File: src/cset_pkg.sv
package cset_pkg;
   // register addresses on the serial programming port
   localparam logic [9:0] CSET_A_SUB_CLEAR_START_POLARITY = 10'h271;
   localparam logic [9:0] CSET_A_SUB_CLEAR1_TOGGLE1_LO = 10'h272;
   localparam logic [9:0] CSET_A_SUB_CLEAR1_TOGGLE1_HI = 10'h273;
   localparam logic [9:0] CSET_A_SUB_CLEAR1_TOGGLE2_LO = 10'h274;
   localparam logic [9:0] CSET_A_SUB_CLEAR1_TOGGLE2_HI = 10'h275;
   localparam logic [9:0] CSET_A_SUB_CLEAR2_TOGGLE1_LO = 10'h276;
   localparam logic [9:0] CSET_A_SUB_CLEAR2_TOGGLE1_HI = 10'h277;
   localparam logic [9:0] CSET_A_SUB_CLEAR2_TOGGLE2_LO = 10'h278;
   localparam logic [9:0] CSET_A_SUB_CLEAR2_TOGGLE2_HI = 10'h279;
   localparam logic [9:0] CSET_A_SUB_CLEAR_COUNT_LO = 10'h27a;
   localparam logic [9:0] CSET_A_SUB_CLEAR_COUNT_HI = 10'h27b;
   localparam logic [9:0] CSET_A_SUB_CLEAR_GATE_SUPPRESS = 10'h27c;
   localparam logic [9:0] CSET_A_EXPOSURE_FIELDS_LO = 10'h27d;
   localparam logic [9:0] CSET_A_EXPOSURE_FIELDS_HI = 10'h27e;
   localparam logic [9:0] CSET_A_SYNC_OFF_IN_EXPOSURE = 10'h27f;
   localparam logic [9:0] CSET_A_SEQUENCE_TRIGGER = 10'h280;
   localparam logic [9:0] CSET_A_READOUT_CLEAR_SUPPRESS = 10'h281;
   localparam logic [9:0] CSET_A_BIAS_READOUT_MODE = 10'h282;
   localparam logic [9:0] CSET_A_BIAS_KEEP_ACTIVE = 10'h283;
   localparam logic [9:0] CSET_A_BIAS_POLARITY = 10'h284;
   localparam logic [9:0] CSET_A_BIAS_ON_POS_LO = 10'h285;
   localparam logic [9:0] CSET_A_BIAS_ON_POS_HI = 10'h286;
   localparam logic [9:0] CSET_A_SHUTTER_ENABLE = 10'h287;
   localparam logic [9:0] CSET_A_SHUTTER_POLARITY = 10'h288;
   localparam logic [9:0] CSET_A_SHUTTER_ON_LINE_LO = 10'h289;
   localparam logic [9:0] CSET_A_SHUTTER_ON_LINE_HI = 10'h28a;
   localparam logic [9:0] CSET_A_SHUTTER_ON_PIXEL_LO = 10'h28b;
   localparam logic [9:0] CSET_A_SHUTTER_ON_PIXEL_HI = 10'h28c;
   localparam logic [9:0] CSET_A_SHUTTER_OFF_FIELD_LO = 10'h28d;
   localparam logic [9:0] CSET_A_SHUTTER_OFF_FIELD_HI = 10'h28e;
   localparam logic [9:0] CSET_A_SHUTTER_OFF_LINE_LO = 10'h28f;
   localparam logic [9:0] CSET_A_SHUTTER_OFF_LINE_HI = 10'h290;
   localparam logic [9:0] CSET_A_SHUTTER_OFF_PIXEL_LO = 10'h291;
   localparam logic [9:0] CSET_A_SHUTTER_OFF_PIXEL_HI = 10'h292;
   localparam logic [9:0] CSET_A_FLASH_POLARITY = 10'h293;
   localparam logic [9:0] CSET_A_FLASH_ON_FIELD_LO = 10'h294;
   localparam logic [9:0] CSET_A_FLASH_ON_FIELD_HI = 10'h295;
   localparam logic [9:0] CSET_A_FLASH_ON_LINE_LO = 10'h296;
   localparam logic [9:0] CSET_A_FLASH_ON_LINE_HI = 10'h297;
   localparam int CSET_NREG = 39;

   // values after reset, by index from the first address
   localparam logic [5:0] CSET_RST [CSET_NREG] = '{
      6'h01, 6'h0b, 6'h01, 6'h05, 6'h02, 6'h3f, 6'h3f, 6'h3f, 6'h3f, 6'h3f,
      6'h00, 6'h00, 6'h00, 6'h00, 6'h00, 6'h00, 6'h02, 6'h00, 6'h00, 6'h01,
      6'h00, 6'h00, 6'h00, 6'h01, 6'h00, 6'h00, 6'h00, 6'h00, 6'h00, 6'h00,
      6'h00, 6'h00, 6'h00, 6'h00, 6'h01, 6'h00, 6'h00, 6'h00, 6'h00};
   // implemented bits of each register; the rest read as zero
   localparam logic [5:0] CSET_MASK [CSET_NREG] = '{
      6'h01, 6'h3f, 6'h3f, 6'h3f, 6'h3f, 6'h3f, 6'h3f, 6'h3f, 6'h3f, 6'h3f,
      6'h3f, 6'h3f, 6'h3f, 6'h3f, 6'h01, 6'h07, 6'h07, 6'h01, 6'h01, 6'h01,
      6'h3f, 6'h3f, 6'h01, 6'h01, 6'h3f, 6'h3f, 6'h3f, 6'h3f, 6'h3f, 6'h3f,
      6'h3f, 6'h3f, 6'h3f, 6'h3f, 6'h01, 6'h3f, 6'h3f, 6'h3f, 6'h3f};

   localparam logic [11:0] CSET_CNT_RST = 12'h000;
   localparam logic [2:0] CSET_TRIG_RST = 3'h0;
   localparam logic CSET_CLEAR_OUT_RST = 1'b1;
   localparam logic CSET_DRIVE_OUT_RST = 1'b0;

   typedef enum logic [3:0] {
      CSET_IDLE = 4'b0001,
      CSET_ARM = 4'b0010,
      CSET_EXPOSE = 4'b0100,
      CSET_READ = 4'b1000
   } cset_state_e;

   typedef struct packed {
      logic en;
      logic [9:0] addr;
      logic [5:0] data;
   } cset_wr_s;

   function automatic logic [5:0] cset_ix(input logic [9:0] a);
      logic [9:0] d;
      d = a - CSET_A_SUB_CLEAR_START_POLARITY;
      return d[5:0];
   endfunction
endpackage

File: src/cset_core.sv
// Overview of operation
// - clearing pulse: start polarity, two pulses per line, two 12-bit toggles each
// - a programmable 12-bit count of clearing pulses per field, then none till next field
// - after the sensor gate line, suppress a six-bit number of clearing pulses
// - exposure suppresses clearing and sensor gate pulses for a 12-bit field count
// - sync-disable bit holds vertical and horizontal syncs off during exposure
// - trigger bits start bias (bit 0), shutter (bit 1) and flash (bit 2)
// - three-bit readout field, reset two, sets clearing suppression after exposure
// - keep-on 0 drops bias after readout or next vertical sync; 1 keeps it
// - shutter driven only when enabled, enable aligned to vertical sync
// - shutter on at 12-bit line from vertical sync, then 12-bit pixel offset
// - shutter off field: 12-bit vertical sync count from last clearing field
// - shutter off line: 12-bit horizontal sync count within the off field
// - shutter off pixel: 12-bit pixel count within the off line
// - flash on field: 12-bit vertical sync count from last clearing field
// - flash on line: 12-bit horizontal sync count within the on field
`timescale 1ns/1ps
`default_nettype none
module cset_core
   import cset_pkg::*;
(
   input wire logic clk,
   input wire logic rst_b,
   input wire cset_wr_s reg_wr,
   input wire logic [9:0] rd_addr,
   output logic [5:0] rd_data,
   input wire logic vertical_sync,
   input wire logic horizontal_sync,
   input wire logic sg_line,
   output logic substrate_clear_pulse,
   output logic substrate_bias_signal,
   output logic mech_shutter_out,
   output logic flash_strobe_out,
   output logic sync_hold,
   output logic sensor_gate_block,
   output logic seq_busy
);
   // ---------------- register file ----------------
   wire logic [5:0] regv [CSET_NREG];
   wire logic wr_hit = reg_wr.en && reg_wr.addr >= CSET_A_SUB_CLEAR_START_POLARITY
      && reg_wr.addr <= CSET_A_FLASH_ON_LINE_HI;
   wire logic [5:0] wr_ix = cset_ix(reg_wr.addr);
   wire logic rd_hit = rd_addr >= CSET_A_SUB_CLEAR_START_POLARITY
      && rd_addr <= CSET_A_FLASH_ON_LINE_HI;
   wire logic [5:0] rd_ix = cset_ix(rd_addr);

   generate
      for (genvar g = 0; g < CSET_NREG; g++) begin : g_reg
         logic [5:0] q;
         always_ff @(posedge clk or negedge rst_b) begin
            if (!rst_b) begin
               q <= CSET_RST[g];
            end else if (wr_hit && wr_ix == 6'(g)) begin
               q <= reg_wr.data & CSET_MASK[g];
            end
         end
         assign regv[g] = q;
      end
   endgenerate

   always_ff @(posedge clk or negedge rst_b) begin
      if (!rst_b) begin
         rd_data <= 6'h00;
      end else begin
         rd_data <= rd_hit ? regv[rd_ix] : 6'h00;
      end
   end

   // 12-bit settings from lo/hi pairs
   wire logic [11:0] sc1_t1 = {regv[cset_ix(CSET_A_SUB_CLEAR1_TOGGLE1_HI)],
      regv[cset_ix(CSET_A_SUB_CLEAR1_TOGGLE1_LO)]};
   wire logic [11:0] sc1_t2 = {regv[cset_ix(CSET_A_SUB_CLEAR1_TOGGLE2_HI)],
      regv[cset_ix(CSET_A_SUB_CLEAR1_TOGGLE2_LO)]};
   wire logic [11:0] sc2_t1 = {regv[cset_ix(CSET_A_SUB_CLEAR2_TOGGLE1_HI)],
      regv[cset_ix(CSET_A_SUB_CLEAR2_TOGGLE1_LO)]};
   wire logic [11:0] sc2_t2 = {regv[cset_ix(CSET_A_SUB_CLEAR2_TOGGLE2_HI)],
      regv[cset_ix(CSET_A_SUB_CLEAR2_TOGGLE2_LO)]};
   wire logic [11:0] sub_clear_count = {regv[cset_ix(CSET_A_SUB_CLEAR_COUNT_HI)],
      regv[cset_ix(CSET_A_SUB_CLEAR_COUNT_LO)]};
   wire logic [11:0] exposure_fields = {regv[cset_ix(CSET_A_EXPOSURE_FIELDS_HI)],
      regv[cset_ix(CSET_A_EXPOSURE_FIELDS_LO)]};
   wire logic [11:0] bias_on_pos = {regv[cset_ix(CSET_A_BIAS_ON_POS_HI)],
      regv[cset_ix(CSET_A_BIAS_ON_POS_LO)]};
   wire logic [11:0] shutter_on_line = {regv[cset_ix(CSET_A_SHUTTER_ON_LINE_HI)],
      regv[cset_ix(CSET_A_SHUTTER_ON_LINE_LO)]};
   wire logic [11:0] shutter_on_pixel = {regv[cset_ix(CSET_A_SHUTTER_ON_PIXEL_HI)],
      regv[cset_ix(CSET_A_SHUTTER_ON_PIXEL_LO)]};
   wire logic [11:0] shutter_off_field = {regv[cset_ix(CSET_A_SHUTTER_OFF_FIELD_HI)],
      regv[cset_ix(CSET_A_SHUTTER_OFF_FIELD_LO)]};
   wire logic [11:0] shutter_off_line = {regv[cset_ix(CSET_A_SHUTTER_OFF_LINE_HI)],
      regv[cset_ix(CSET_A_SHUTTER_OFF_LINE_LO)]};
   wire logic [11:0] shutter_off_pixel = {regv[cset_ix(CSET_A_SHUTTER_OFF_PIXEL_HI)],
      regv[cset_ix(CSET_A_SHUTTER_OFF_PIXEL_LO)]};
   wire logic [11:0] flash_on_field = {regv[cset_ix(CSET_A_FLASH_ON_FIELD_HI)],
      regv[cset_ix(CSET_A_FLASH_ON_FIELD_LO)]};
   wire logic [11:0] flash_on_line = {regv[cset_ix(CSET_A_FLASH_ON_LINE_HI)],
      regv[cset_ix(CSET_A_FLASH_ON_LINE_LO)]};
   wire logic sc_pol = regv[cset_ix(CSET_A_SUB_CLEAR_START_POLARITY)][0];
   wire logic [5:0] gate_suppress = regv[cset_ix(CSET_A_SUB_CLEAR_GATE_SUPPRESS)];
   wire logic sync_off = regv[cset_ix(CSET_A_SYNC_OFF_IN_EXPOSURE)][0];
   wire logic [2:0] trigger = regv[cset_ix(CSET_A_SEQUENCE_TRIGGER)][2:0];
   wire logic [2:0] readout = regv[cset_ix(CSET_A_READOUT_CLEAR_SUPPRESS)][2:0];
   wire logic bias_mode = regv[cset_ix(CSET_A_BIAS_READOUT_MODE)][0];
   wire logic bias_keep = regv[cset_ix(CSET_A_BIAS_KEEP_ACTIVE)][0];
   wire logic bias_pol = regv[cset_ix(CSET_A_BIAS_POLARITY)][0];
   wire logic shutter_enable = regv[cset_ix(CSET_A_SHUTTER_ENABLE)][0];
   wire logic shutter_pol = regv[cset_ix(CSET_A_SHUTTER_POLARITY)][0];
   wire logic flash_pol = regv[cset_ix(CSET_A_FLASH_POLARITY)][0];

   // ---------------- position counters ----------------
   logic [11:0] pix_cnt;
   logic [11:0] line_cnt;
   always_ff @(posedge clk or negedge rst_b) begin
      if (!rst_b) begin
         pix_cnt <= CSET_CNT_RST;
      end else if (horizontal_sync) begin
         pix_cnt <= CSET_CNT_RST;
      end else begin
         pix_cnt <= pix_cnt + 12'h001;
      end
   end
   always_ff @(posedge clk or negedge rst_b) begin
      if (!rst_b) begin
         line_cnt <= CSET_CNT_RST;
      end else if (vertical_sync) begin
         line_cnt <= CSET_CNT_RST;
      end else if (horizontal_sync) begin
         line_cnt <= line_cnt + 12'h001;
      end
   end

   // ---------------- exposure sequencer ----------------
   cset_state_e state;
   cset_state_e next_state;
   logic trig_pend;
   logic [2:0] trig_q;
   logic [11:0] fd_cnt;
   logic [2:0] rd_fld;
   // a start written while one is running waits for the sequence to finish
   wire logic trig_wr = wr_hit && reg_wr.addr == CSET_A_SEQUENCE_TRIGGER
      && reg_wr.data[2:0] != 3'h0;
   wire logic in_idle = state == CSET_IDLE;
   wire logic in_arm = state == CSET_ARM;
   wire logic in_exp = state == CSET_EXPOSE;
   wire logic in_read = state == CSET_READ;
   wire logic exp_done = fd_cnt >= exposure_fields;
   wire logic [2:0] rd_fld_inc = rd_fld + 3'h1;
   wire logic read_done = rd_fld_inc >= readout;

   always_comb begin
      next_state = state;
      case (state)
         CSET_IDLE: begin
            if (vertical_sync && trig_pend) begin
               next_state = CSET_ARM;
            end
         end
         CSET_ARM: begin
            if (vertical_sync) begin
               next_state = (exposure_fields == CSET_CNT_RST) ? CSET_READ : CSET_EXPOSE;
            end
         end
         CSET_EXPOSE: begin
            if (vertical_sync && exp_done) begin
               next_state = CSET_READ;
            end
         end
         CSET_READ: begin
            if (vertical_sync && read_done) begin
               next_state = CSET_IDLE;
            end
         end
         default: begin
            next_state = CSET_IDLE;
         end
      endcase
   end

   wire logic arm_go = in_idle && next_state == CSET_ARM;

   always_ff @(posedge clk or negedge rst_b) begin
      if (!rst_b) begin
         state <= CSET_IDLE;
      end else begin
         state <= next_state;
      end
   end
   // the write wins over the take, so a start is never lost
   always_ff @(posedge clk or negedge rst_b) begin
      if (!rst_b) begin
         trig_pend <= 1'b0;
      end else begin
         trig_pend <= trig_wr || (trig_pend && !arm_go);
      end
   end
   always_ff @(posedge clk or negedge rst_b) begin
      if (!rst_b) begin
         trig_q <= CSET_TRIG_RST;
      end else if (arm_go) begin
         trig_q <= trigger;
      end
   end
   // field zero is the field holding the last clearing pulse
   always_ff @(posedge clk or negedge rst_b) begin
      if (!rst_b) begin
         fd_cnt <= CSET_CNT_RST;
      end else if (arm_go) begin
         fd_cnt <= CSET_CNT_RST;
      end else if (vertical_sync && !in_idle) begin
         fd_cnt <= fd_cnt + 12'h001;
      end
   end
   always_ff @(posedge clk or negedge rst_b) begin
      if (!rst_b) begin
         rd_fld <= 3'h0;
      end else if (!in_read) begin
         rd_fld <= 3'h0;
      end else if (vertical_sync) begin
         rd_fld <= rd_fld_inc;
      end
   end

   // ---------------- substrate clearing pulse ----------------
   logic [11:0] sub_cnt;
   logic [5:0] supp_cnt;
   logic line_on;
   wire logic seq_block = in_exp || (in_read && rd_fld < readout);
   // the field's first line counts against a fresh total, not the last field's
   wire logic [11:0] sub_base = vertical_sync ? CSET_CNT_RST : sub_cnt;
   wire logic count_left = sub_base < sub_clear_count;
   wire logic line_go = !seq_block && count_left && supp_cnt == 6'h00;
   wire logic [11:0] next_sub_cnt = line_go ? sub_base + 12'h001 : sub_base;
   always_ff @(posedge clk or negedge rst_b) begin
      if (!rst_b) begin
         sub_cnt <= CSET_CNT_RST;
      end else if (horizontal_sync || vertical_sync) begin
         sub_cnt <= next_sub_cnt;
      end
   end
   // sg_line loads the count; each later line burns one
   always_ff @(posedge clk or negedge rst_b) begin
      if (!rst_b) begin
         supp_cnt <= 6'h00;
      end else if (sg_line) begin
         supp_cnt <= gate_suppress;
      end else if (horizontal_sync && supp_cnt != 6'h00) begin
         supp_cnt <= supp_cnt - 6'h01;
      end
   end
   always_ff @(posedge clk or negedge rst_b) begin
      if (!rst_b) begin
         line_on <= 1'b0;
      end else if (vertical_sync && (in_arm || in_exp)) begin
         line_on <= 1'b0;
      end else if (horizontal_sync) begin
         line_on <= line_go;
      end
   end
   // an all-ones first toggle leaves no pixel below the second, so that pulse never fires
   wire logic win1 = pix_cnt >= sc1_t1 && pix_cnt < sc1_t2;
   wire logic win2 = pix_cnt >= sc2_t1 && pix_cnt < sc2_t2;
   wire logic next_clear = line_on ? (sc_pol ^ win1 ^ win2) : sc_pol;

   // ---------------- bias, shutter, flash ----------------
   logic bias_act;
   logic shut_act;
   logic flash_act;
   logic sh_en_q;
   wire logic bias_on = in_arm && trig_q[0] && line_cnt == bias_on_pos && pix_cnt == 12'h000;
   // zero exposure fields go from arm straight to readout, so key on readout entry
   wire logic read_entry = !in_read && next_state == CSET_READ;
   wire logic bias_off = bias_keep
      ? (in_idle && !trigger[0])
      : (vertical_sync && (bias_mode ? (in_read && read_done) : read_entry));
   wire logic shut_on = in_arm && trig_q[1] && sh_en_q && line_cnt == shutter_on_line
      && pix_cnt == shutter_on_pixel;
   wire logic shut_off = !in_idle && fd_cnt == shutter_off_field
      && line_cnt == shutter_off_line && pix_cnt == shutter_off_pixel;
   wire logic flash_on = !in_idle && trig_q[2] && fd_cnt == flash_on_field
      && line_cnt == flash_on_line && pix_cnt == 12'h000;

   always_ff @(posedge clk or negedge rst_b) begin
      if (!rst_b) begin
         sh_en_q <= 1'b0;
      end else if (vertical_sync) begin
         sh_en_q <= shutter_enable;
      end
   end
   always_ff @(posedge clk or negedge rst_b) begin
      if (!rst_b) begin
         bias_act <= 1'b0;
      end else if (bias_on) begin
         bias_act <= 1'b1;
      end else if (bias_off) begin
         bias_act <= 1'b0;
      end
   end
   // enable dropped mid-sequence closes the shutter at the next field
   always_ff @(posedge clk or negedge rst_b) begin
      if (!rst_b) begin
         shut_act <= 1'b0;
      end else if (shut_off || !sh_en_q) begin
         shut_act <= 1'b0;
      end else if (shut_on) begin
         shut_act <= 1'b1;
      end
   end
   // flash has no programmed off point here; it ends with the sequence
   always_ff @(posedge clk or negedge rst_b) begin
      if (!rst_b) begin
         flash_act <= 1'b0;
      end else if (flash_on) begin
         flash_act <= 1'b1;
      end else if (in_idle) begin
         flash_act <= 1'b0;
      end
   end

   // ---------------- registered outputs ----------------
   // polarity applied in the flop, so a polarity write cannot glitch a pin
   always_ff @(posedge clk or negedge rst_b) begin
      if (!rst_b) begin
         substrate_clear_pulse <= CSET_CLEAR_OUT_RST;
         substrate_bias_signal <= CSET_DRIVE_OUT_RST;
         mech_shutter_out <= CSET_DRIVE_OUT_RST;
         flash_strobe_out <= CSET_DRIVE_OUT_RST;
         sync_hold <= 1'b0;
         sensor_gate_block <= 1'b0;
         seq_busy <= 1'b0;
      end else begin
         substrate_clear_pulse <= next_clear;
         substrate_bias_signal <= bias_act ? bias_pol : !bias_pol;
         mech_shutter_out <= shut_act ? shutter_pol : !shutter_pol;
         flash_strobe_out <= flash_act ? flash_pol : !flash_pol;
         sync_hold <= sync_off && in_exp;
         sensor_gate_block <= in_exp;
         seq_busy <= !in_idle || trig_pend;
      end
   end

   // ---------------- checks ----------------
   chk_exposure_end_read: assert property (@(posedge clk) disable iff (!rst_b)
      in_exp && vertical_sync && exp_done |=> in_read)
      else $error("exposure did not end after programmed fields");
   chk_exposure_gate_block: assert property (@(posedge clk) disable iff (!rst_b)
      in_exp |=> sensor_gate_block && substrate_clear_pulse == $past(sc_pol))
      else $error("gate or clearing pulse not suppressed in exposure");
   chk_sync_hold_on: assert property (@(posedge clk) disable iff (!rst_b)
      in_exp && sync_off |=> sync_hold)
      else $error("syncs not held off during exposure");
   chk_clear_count_stop: assert property (@(posedge clk) disable iff (!rst_b)
      horizontal_sync && !vertical_sync && !count_left |=> !line_on)
      else $error("clearing pulse issued past field count");
   chk_gate_suppress_line: assert property (@(posedge clk) disable iff (!rst_b)
      horizontal_sync && supp_cnt != 6'h00 |=> !line_on)
      else $error("clearing pulse not suppressed after gate line");
   chk_shutter_enable_gate: assert property (@(posedge clk) disable iff (!rst_b)
      $rose(shut_act) |-> $past(sh_en_q) && $past(in_arm))
      else $error("shutter opened without aligned enable");
   chk_bias_drop_read: assert property (@(posedge clk) disable iff (!rst_b)
      in_exp && vertical_sync && exp_done && !bias_keep && !bias_mode |=> ##1
      substrate_bias_signal == !$past(bias_pol))
      else $error("bias not dropped at readout start");
   chk_flash_on_point: assert property (@(posedge clk) disable iff (!rst_b)
      flash_on |=> ##1 flash_strobe_out == $past(flash_pol))
      else $error("flash not driven at its on line");
   chk_readout_clear_off: assert property (@(posedge clk) disable iff (!rst_b)
      in_read && rd_fld < readout && horizontal_sync && !vertical_sync |=> !line_on)
      else $error("clearing pulse during suppressed readout field");
endmodule
`default_nettype wire

File: config.mk
export PLATFORM = sky130hd
export DESIGN_NAME = cset_core
export DESIGN_NICKNAME = d
export VERILOG_FILES = /design/src/cset_pkg.sv /design/src/cset_core.sv
export SDC_FILE = /design/constraint.sdc
export NUM_CORES = 1
export LEC_CHECK = 0
export ABC_AREA = 1
export CAP_MARGIN = 30
export CORE_MARGIN = 2
export CORE_UTILIZATION = 65
export DETAILED_ROUTE_END_ITERATION = 8
export DONT_BUFFER_PORTS = 1
export PLACE_DENSITY_LB_ADDON = 0.05
export SETUP_SLACK_MARGIN = 0.02
export SYNTH_ARGS = -nofsm -noshare
export SYNTH_HDL_FRONTEND = slang
export SYNTH_SLANG_ARGS = --single-unit
File: constraint.sdc
create_clock -name clk -period 4.4 [get_ports clk]
set_clock_uncertainty 0.2 [all_clocks]
set_input_delay 0.44 -clock clk [delete_from_list [all_inputs] [get_ports clk]]
set_output_delay 0.44 -clock clk [all_outputs]
set_load 0.05 [all_outputs]
* Word-level counts from Yosys, hierarchy flattened *
Index checks and enable logic that the tools add are counted.

storage, ports and cells
  register bits after elaboration = 271
  word-level logic and storage cells = 278

operators by class
  add/subtract/negate cells = 8
  magnitude comparators = 13
  equality and inequality tests = 54
  mux-type cells = 35
  bitwise operators = 3
  reduce and logical (&&, ||, !) cells = 104

operator list
  kind                     count
  $eq A12 B12 Y1           8
  $eq A6 B5 Y1 const B     16
  $mux W12                 7
  $logic_and A1 B1 Y1      76
  $add A12 B1 Y12 const B  4
  $eq A6 B4 Y1 const B     8
  $eq A6 B6 Y1 const B     7
  $bmux W6 S6              1
  $ge A12 B12 Y1           3
  $lt A12 B12 Y1           3
  $mux W6                  5
  $eq A6 B3 Y1 const B     4
  $logic_not A12 Y1        2
  $ge A10 B10 Y1 const B   2
  $le A10 B10 Y1 const B   2
  $mux W4                  5
  $pmux W4 S4              1
  $mux W1                  14
  $reduce_bool A2 Y1       7
  $eq A6 B2 Y1 const B     2
  $logic_not A6 Y1         2
  $sub A6 B6 Y6 const B    2
  $eq A10 B10 Y1 const B   1
  $logic_not A1 Y1         9
  17 further kinds         26

* Logic depth before layout (Yosys ltp) *
Gate-level depths: netlist of run 1.

  depth in word-level cells = 12
  depth in mapped cells = 17

* Worst setup path after synthesis of run 1 *
No wires, ideal clock.

  kind = input to register
  from = input rd_addr[0]
  to = register rd_data[5]
  library setup time = 140 ps
  arrival time = 2243 ps
  required time = 4060 ps
  setup slack = 1816 ps
  cell stages on the path = 12
  path buffers = 4
  cells stage by stage = inv_2 clkbuf_1 ha_1 clkbuf_1 inv_1 buf_2 buf_1 o21ai_0 a21oi_1 nor3b_1 o21ai_0 a21oi_1

between the ends
  cells in the longest elaborated chain, start to end = 6

ends and longest elaborated chain
  what                                        line             source
  start, declared                             cset_core.sv:25  input wire logic [9:0] rd_addr,
  $sub A6 B6 Y6                               cset_pkg.sv:77   d = a - CSET_A_SUB_CLEAR_START_POLARITY;
  $not A6 Y7 (implied by the code)            cset_core.sv:65  rd_data <= rd_hit ? regv[rd_ix] : 6'h00;
  $bmux W6 S6                                 cset_core.sv:65
  $mux W6 (implied by the code) (2 in a row)  cset_core.sv:65
  $mux W6 (*)                                 cset_core.sv:65
  end signal, assigned                        cset_core.sv:65
  end, declared                               cset_core.sv:26  output logic [5:0] rd_data,

Mark *: on every way between the ends. The rest lies on a longest branch, timed or not. The select of a mux whose other input is x is not followed.
A chain may end at the register's enable or synchronous reset.

* Worst setup path in the final report of run 1 *
  from = input vertical_sync
  to = register sub_cnt[4]

between the ends
  cells in the longest elaborated chain, start to end = 5

ends and longest elaborated chain
  what                              line              source
  start, declared                   cset_core.sv:27   input wire logic vertical_sync,
  $mux W12                          cset_core.sv:229  wire logic [11:0] sub_base = vertical_sync ? CSET_CNT_RST : sub_cnt;
  $lt A12 B12 Y1                    cset_core.sv:230  wire logic count_left = sub_base < sub_clear_count;
  $logic_and A1 B1 Y1 (2 in a row)  cset_core.sv:231  wire logic line_go = !seq_block && count_left && supp_cnt == 6'h00;
  $mux W12                          cset_core.sv:232  wire logic [11:0] next_sub_cnt = line_go ? sub_base + 12'h001 : sub_base;
  end signal, assigned              cset_core.sv:237  sub_cnt <= next_sub_cnt;
  end, declared                     cset_core.sv:224  logic [11:0] sub_cnt;

Parallel ways exist; a longest one is shown, timed or not.

==> results.md, run 1 <==
- Status: finished with violations
- Failing checks: negative hold slack
- DR iter-0 viols: ~2,400
- DR DRC count: 0
- CTS tree: built
- Critical path startpoint category: primary input
- Simple-gate share of the synthesized area: 0.232
- Synth Area in Compound Gates: 0.169
- Async set-reset flop share out of synthesis: 1.00
- Final-report setup violation count: 0
- VDD IR max: about 360 uV
- Seq/Total Area, Yosys: 0.411
- Post-synthesis cell area: 16,600 um2
- Gp weighted congestion: about 1.0
- Num ports: between 40 and 50
- Setup crit start: vertical_sync
- R2R depth: 11
- Slew @ Worst Pin: ~1100 ps
- Vias per Instance: 6.26
- CTS sink cnt: roughly 270
- FF-to-FF Start: supp_cnt[0]$_DFFE_PN0P_
- Total gr overflow: 0
- Layout area overhead: 7.53%
- Final min period: between 3000 and 4000 ps
- Wirelength per Cell: about 22 um
- Vias in the first global route: about 15,000
- Core region area: around 25,000 um2
- Worst endpoint required time: between 4000 and 5000 ps
- H-tree depth: 1
- Setup crit end kind: flip-flop
- Fin. Hold Viols: 271
- Top-count cell post-synth: nand2_1
- Number of port buffers: 0
- Critical path class: primary input to flip-flop
- Largest family of logic cells by synthesized area: simple AND/OR/NAND/NOR gates
- Ys Warns: 0
- CTS max path bufs: 3
- Final worst-path cycle share: 0.834
- Routed WL: 57,500 um
- Post-cts resize count: 0
- EDFF count, synth: 0
- ANT nets after route: 0
- Initial antenna violation count: 2
- Max Cap Violations: 0
- Max Slew Vio Count: 0
- # rows: between 50 and 60
- Adder-cell area share of the yosys netlist: 0.0632
- Die X: ~160 um
- Synthesized net count: around 2,400
- F_max: around 270 MHz
- Num CTS Buffers: 30
- Die span in y: 164 um
- # hold bufs at CTS: 11
- Largest net degree at the start of global routing: around 270
- Pwr Density: approximately 340 nW/um2
- Synth Flop Type: dfrtp_1
- Worst-Skew Late Latency: 570 ps
- Post-synthesis sequential element count: roughly 270
- Router iterations before antenna repair: 6
- DPL Wire Length: 40,100 um
- Leak: roughly 8.5 nW
- Post-synth top area cell: dfrtp_1
- Via count: approximately 16,000
- Clk slew on worst S/H paths: around 70 ps
- Mux share of post-synthesis cell area: 0
- First-pass GRT wire length: about 90,000 um
- Reg2Reg Setup Slack: about 1500 ps
- Clock root cell: clkbuf_16
- Worst EP arrival: approximately 4000 ps
- Post-synth top area share: 0.342
- Fin Hold WS: -634 ps
- R2r endpoint: sub_cnt[4]$_DFFE_PN0P_
- Unrepaired setup endpoints after global routing: no
- Fin util: 0.712
- GRT Overall Usage: 0.435
- Setup tns final: 0 ps
- Worst hold path type: primary input to async pin
- Initial Utilization: 0.662
- Avg Cell Area, Syn: 7.40 um2
- Die Footprint: between 20,000 and 30,000 um2
- Layout Nets: between 2,000 and 2,500
- Slew HR: 0.293
- XOR/XNOR Fraction of Synth Area: 0.0347
- Synth top area cells: dfrtp_1 (34%), nand2_1 (13%), o21ai_0 (9.0%)
- Worst-path fanout max: 18
- Share of cells above drive strength 1: 0.0620
- Commonest cells post-synth: nand2_1 (567), o21ai_0 (299), inv_1 (267)
- Syn Inst Count: ~2,200
- Distinct cells, synth: between 50 and 60
## final cells by class
type / count / area [um2]
Antenna cell: 3 / 7.51
Tap cell: 330 / 413
Timing Repair Buffer: 27 / 270
Clock buffer: 49 / 943
Sequential cell: 271 / 6840
Multi-Input combinational cell: 1599 / 8300
Fill cell: 2057 / 7240
Inverter: 274 / 1030
Clock inverter: 7 / 65.1
## cells in the final DEF (no fill, tap or decap), types with 5 or more instances in the layout
master,instances
a21oi_1,142
buf_4,13
clkbuf_1,8
clkbuf_16,31
clkbuf_8,10
dfrtp_1,227
dfstp_2,44
dlygate4sd3_1,11
ha_1,84
inv_1,267
inv_2,5
nand2_1,567
nand3_1,99
nand4_1,29
nor2_1,145
nor3_1,45
nor4_1,10
o211ai_1,16
o21a_1,5
o21ai_0,299
o21ai_1,16
o22ai_1,22
xnor2_1,27
xor2_1,35
## per-stage QoR
step	std cells	power [mW]	instance area (um2)	worst slack, ps
3_5_place_dp	2490	3.48	16700	1400
3_3_place_gp	2486	3.45	16700	1430
4_1_cts	2557	6.05	17900	819
2_1_floorplan	2245	3.24	16600	1820
5_1_grt	2560	6.26	17900	531
6_report	2560	6.10	17900	733
## state kept, by name, indices dropped and copies added (netlist names), 3 cells and up
register  flops
rd_fld        3
rd_data       6
state         4
pix_cnt      12
sub_cnt      12
supp_cnt      6
g.q         188
line_cnt     12
fd_cnt       12
trig_q        3
## worst max path at each step
stage,endpoint,slack [ps],depth (start not counted)
finish,sub_cnt[4]$_DFFE_PN0P_,730,16
global route,sub_cnt[4]$_DFFE_PN0P_,530,16
CTS,sub_cnt[4]$_DFFE_PN0P_,820,16
detailed placement,g_reg[27].q[2]$_DFFE_PN0P_,1400,7
global placement,g_reg[27].q[0]$_DFFE_PN0P_,1430,8
floorplan,rd_data[5]$_DFF_PN0_,1820,12
## worst max-delay path, cell delays in order
cell,delay (ps)
dlygate4sd3_1,1090
inv_1,390
buf_4,300
nand2_1,120
inv_1,100
ha_1,190
nand2_1,60
inv_1,30
o21ai_0,130
nand2_1,90
a21oi_1,140
nand4_1,400
nor2_1,280
nand2_1,70
nand2_1,70
nand2_1,40
## report_power, final
part           switching (mW)  internal, mW  leakage (nW)
registers               0.133          2.58          3.34
logic                   0.547         0.246          4.64
clock network            1.08          1.51         0.493
## metal layers
layer / vias to the layer above / GRT usage / part of all wire
met4: 0 / 0.258 / 0.075
met1: 7480 / 0.573 / 0.38
met3: 240 / 0.0859 / 0.11
met2: 1023 / 0.671 / 0.43
li1: 7288 / - / -
met5: - / 0 / 0
## timing repair
| item | CTS | global route |
|---|---|---|
| setup endpoints to repair | 0 | 0 |
| buffers inserted | 0 | 0 |
| hold endpoints to repair | 372 | 271 |
## cells by family (layout without fill, tap and decap cells)
family,after synthesis,after routing
and+or+nand+nor,923,923
AOI/OAI and AO/OA,527,527
buffers and inverters,375,357
DFF,271,271
adders and majority gates,84,84
xor gates and xnor gates,65,65
other,0,3
Power figures use the tool's default switching activity.
==> run 2, diff against run 1 <==
- clock period: 4.4 -> 3.4 ns (I/O delays scaled with it)
==> results.md, run 2 (synthesized netlist as in run 1, its figures left out) <==
- Sw Share: 0.275 (-0.0137)
- Max reg flops: 188 (unchanged)
- Fin Hold WS: -739 ps (-105 ps)
- Num CTS Buffers: 30 (unchanged)
- H-tree depth: 1 (unchanged)
- Reg2Reg Setup Slack: 420 ps (-1090 ps)
- Worst-Skew Late Latency: 570 ps (about the same)
- Internal cell power: 5.97 mW (+38%)
- Worst endpoint required time: 3660 ps (-1010 ps)
- Setup crit end kind: flip-flop
- Most frequent CP cell: nand2_1
- Total placed cells including tap cells: 2,497 (+0.28%)
- Fill cells: 1,992 (-3.2%)
- Clk slew on worst S/H paths: 70 ps (about the same)
- Vias in the first global route: 15,400 (+1.7%)
- Vias per Instance: 6.33 (+1.2%)
- F_max: between 300 and 400 MHz
- Max Slew Vio Count: 0 (unchanged)
- Critical Path Slowest Stage Cell: dlygate4sd3_1
- Largest net degree at the start of global routing: 272 (unchanged)
- Layout Nets: 2,341 (+0.95%)
- Commonest non-fill, non-tap cell in the layout: nand2_1
- Initial antenna violation count: 3 (+1)
- Number of port buffers: 0 (unchanged)
- Leak: 8.64 nW (+2.0%)
- Total gr overflow: 0 (unchanged)
- DR DRC count: 0 (unchanged)
- Final-report setup violation count: 0 (unchanged)
- Pwr Density: 452 nW/um2 (+33%)
- Layout area overhead: 9.50%
- R2r endpoint: bias_act$_DFFE_PN0P_
- Setup crit end: sub_cnt[4]$_DFFE_PN0P_
- Unrepaired setup endpoints after global routing: no
- CTS max path bufs: 3 (unchanged)
- Switching Power: 2.26 mW (+29%)
- Largest reg by FF count: g.q
- Slew @ Worst Pin: 1100 ps (+52.0 ps)
- VDD IR max: 528 uV (+47%)
- Flop pwr share: 0.427 (-0.018)
- Router iterations before antenna repair: 7 (+1)
- CTS sink cnt: 271 (unchanged)
- Overall Power: 8.23 mW (+35%)
- Worst EP arrival: 3450 ps (-480 ps)
- # rows: 58 (unchanged)
- Pre-CTS setup slack: 638 ps (-766 ps)
- Max Cap Violations: 0 (unchanged)
- Fin util: 0.725 (+0.0130)
- Crit-path max cell delay: 1020 ps (-70 ps)
- FF-to-FF Start: rd_fld[0]$_DFFE_PN0P_
- Setup crit start: vertical_sync
- Die X: 164 um (unchanged)
- R2R depth: 17 (+6)
- Delay-heaviest family, CP: simple AND/OR/NAND/NOR gates
- Comb power frac: 0.124 (-0.006)
- Setup tns final: 0 ps (unchanged)
- DR iter-0 viols: 2,238 (-5.3%)
- Crit. path cell count: 13 (-3)
- PnR worst setup slack: 213 ps (-519 ps)
- Final worst-path cycle share: 0.937
- Via count: 16,400 (+2.0%)
- Gp weighted congestion: 1.04 (-1.1%)
- Clock power share: 0.449 (+0.024)
- Initial Utilization: 0.662 (unchanged)
- Failing checks: negative hold slack
- Core region area: 25,100 um2 (unchanged)
- Cell area after layout: 18,200 um2 (+1.8%)
- Slew HR: 0.261 (-0.0317)
- CTS tree: built
- Num ports: 45 (unchanged)
- Final min period: between 3000 and 4000 ps
- Die Footprint: 26,900 um2 (unchanged)
- Worst hold path type: primary input to async pin
- DPL Wire Length: 41,400 um (+3.2%)
- Crit-path cells: dlygate4sd3_1 -> nor2_1 -> ha_1 -> nand2_1 -> inv_1 -> o21ai_0 -> nand2_1 -> a21oi_1 -> nand4_1 -> nor2_1 -> nand2_1 -> nand2_1 -> nand2_1
- Commonest cells after routing, fill and taps aside: nand2_1 (567), o21ai_0 (299), inv_1 (267), dfrtp_1 (227), nor2_1 (145)
- # hold bufs at CTS: 26 (+15)
- Worst-path fanout max: 13 (-5)
- Dpl cell area: 16,800 um2 (+0.39%)
- Postcts setup bufs: 0 (unchanged)
- Routed WL: 58,700 um (+2.2%)
- Clock root cell: clkbuf_16
- GRT Overall Usage: 0.443 (+0.00725)
- Post-cts resize count: 0 (unchanged)
- Layout Cells excl Fill: 2,581 (+0.82%)
- Wirelength per Cell: 22.8 um (+1.4%)
- First-pass GRT wire length: 89,300 um (+1.6%)
- Buf/Inv on CP: 2 (-3)
- Status: finished with violations
- Share of cells above drive strength 1: 0.0654 (+0.00340)
- ANT nets after route: 0 (unchanged)
- Critical path class: primary input to flip-flop
- Critical path startpoint category: primary input
- Die span in y: 164 um (unchanged)
- Fin. Hold Viols: 272 (+0.37%)
[run 2: worst min path at each step]
stage	from	endpoint	slack, ps	cells past startpoint
global placement	rst_b	fd_cnt[7]$_DFFE_PN0P_	-150	0
CTS	rst_b	fd_cnt[7]$_DFFE_PN0P_	-740	0
floorplan	rst_b	bias_act$_DFFE_PN0P_	-160	0
global route	rst_b	fd_cnt[7]$_DFFE_PN0P_	-750	0
finish	rst_b	fd_cnt[7]$_DFFE_PN0P_	-740	0
detailed placement	rst_b	fd_cnt[7]$_DFFE_PN0P_	-150	0
[run 2: final cells by class]
class                      instances  area [um2]  share of cell area
multi-input combinational       1599        8300               0.456
sequential                       271        6840               0.376
inverter                         274        1030              0.0567
clock buffer                      45         908              0.0499
timing repair buffer              49         485              0.0267
tap                              330         413              0.0227
clock inverter                    11         214              0.0118
antenna                            2        5.00            0.000275
[run 2: worst register-to-register path, delay by kind of cell (launching register included)]
family / cells / cell delay (ps)
AO/OA/AOI/OAI: 1 / 160
AND/OR/NAND/NOR: 10 / 620
adder cells (fa/ha/maj): 2 / 560
flip-flops: 1 / 440
buffers and inverters: 3 / 690
XOR/XNOR: 1 / 200
[run 2: power groups by stage]
stage               clock, mW  sequential (mW)  combinational (mW)
finish                   3.69             3.51                1.02
global route             3.82             3.52                1.12
CTS                      3.67             3.51               0.994
detailed placement          0             3.56               0.935
global placement            0             3.56               0.900
floorplan                   0             3.51               0.680
[run 2: layer usage]
layer	routed length, um	vias up	track usage
met4	4200	0	0.262
met2	25700	1106	0.685
met5	0	-	0
met1	22000	7660	0.581
li1	-	7320	-
met3	6750	264	0.0833
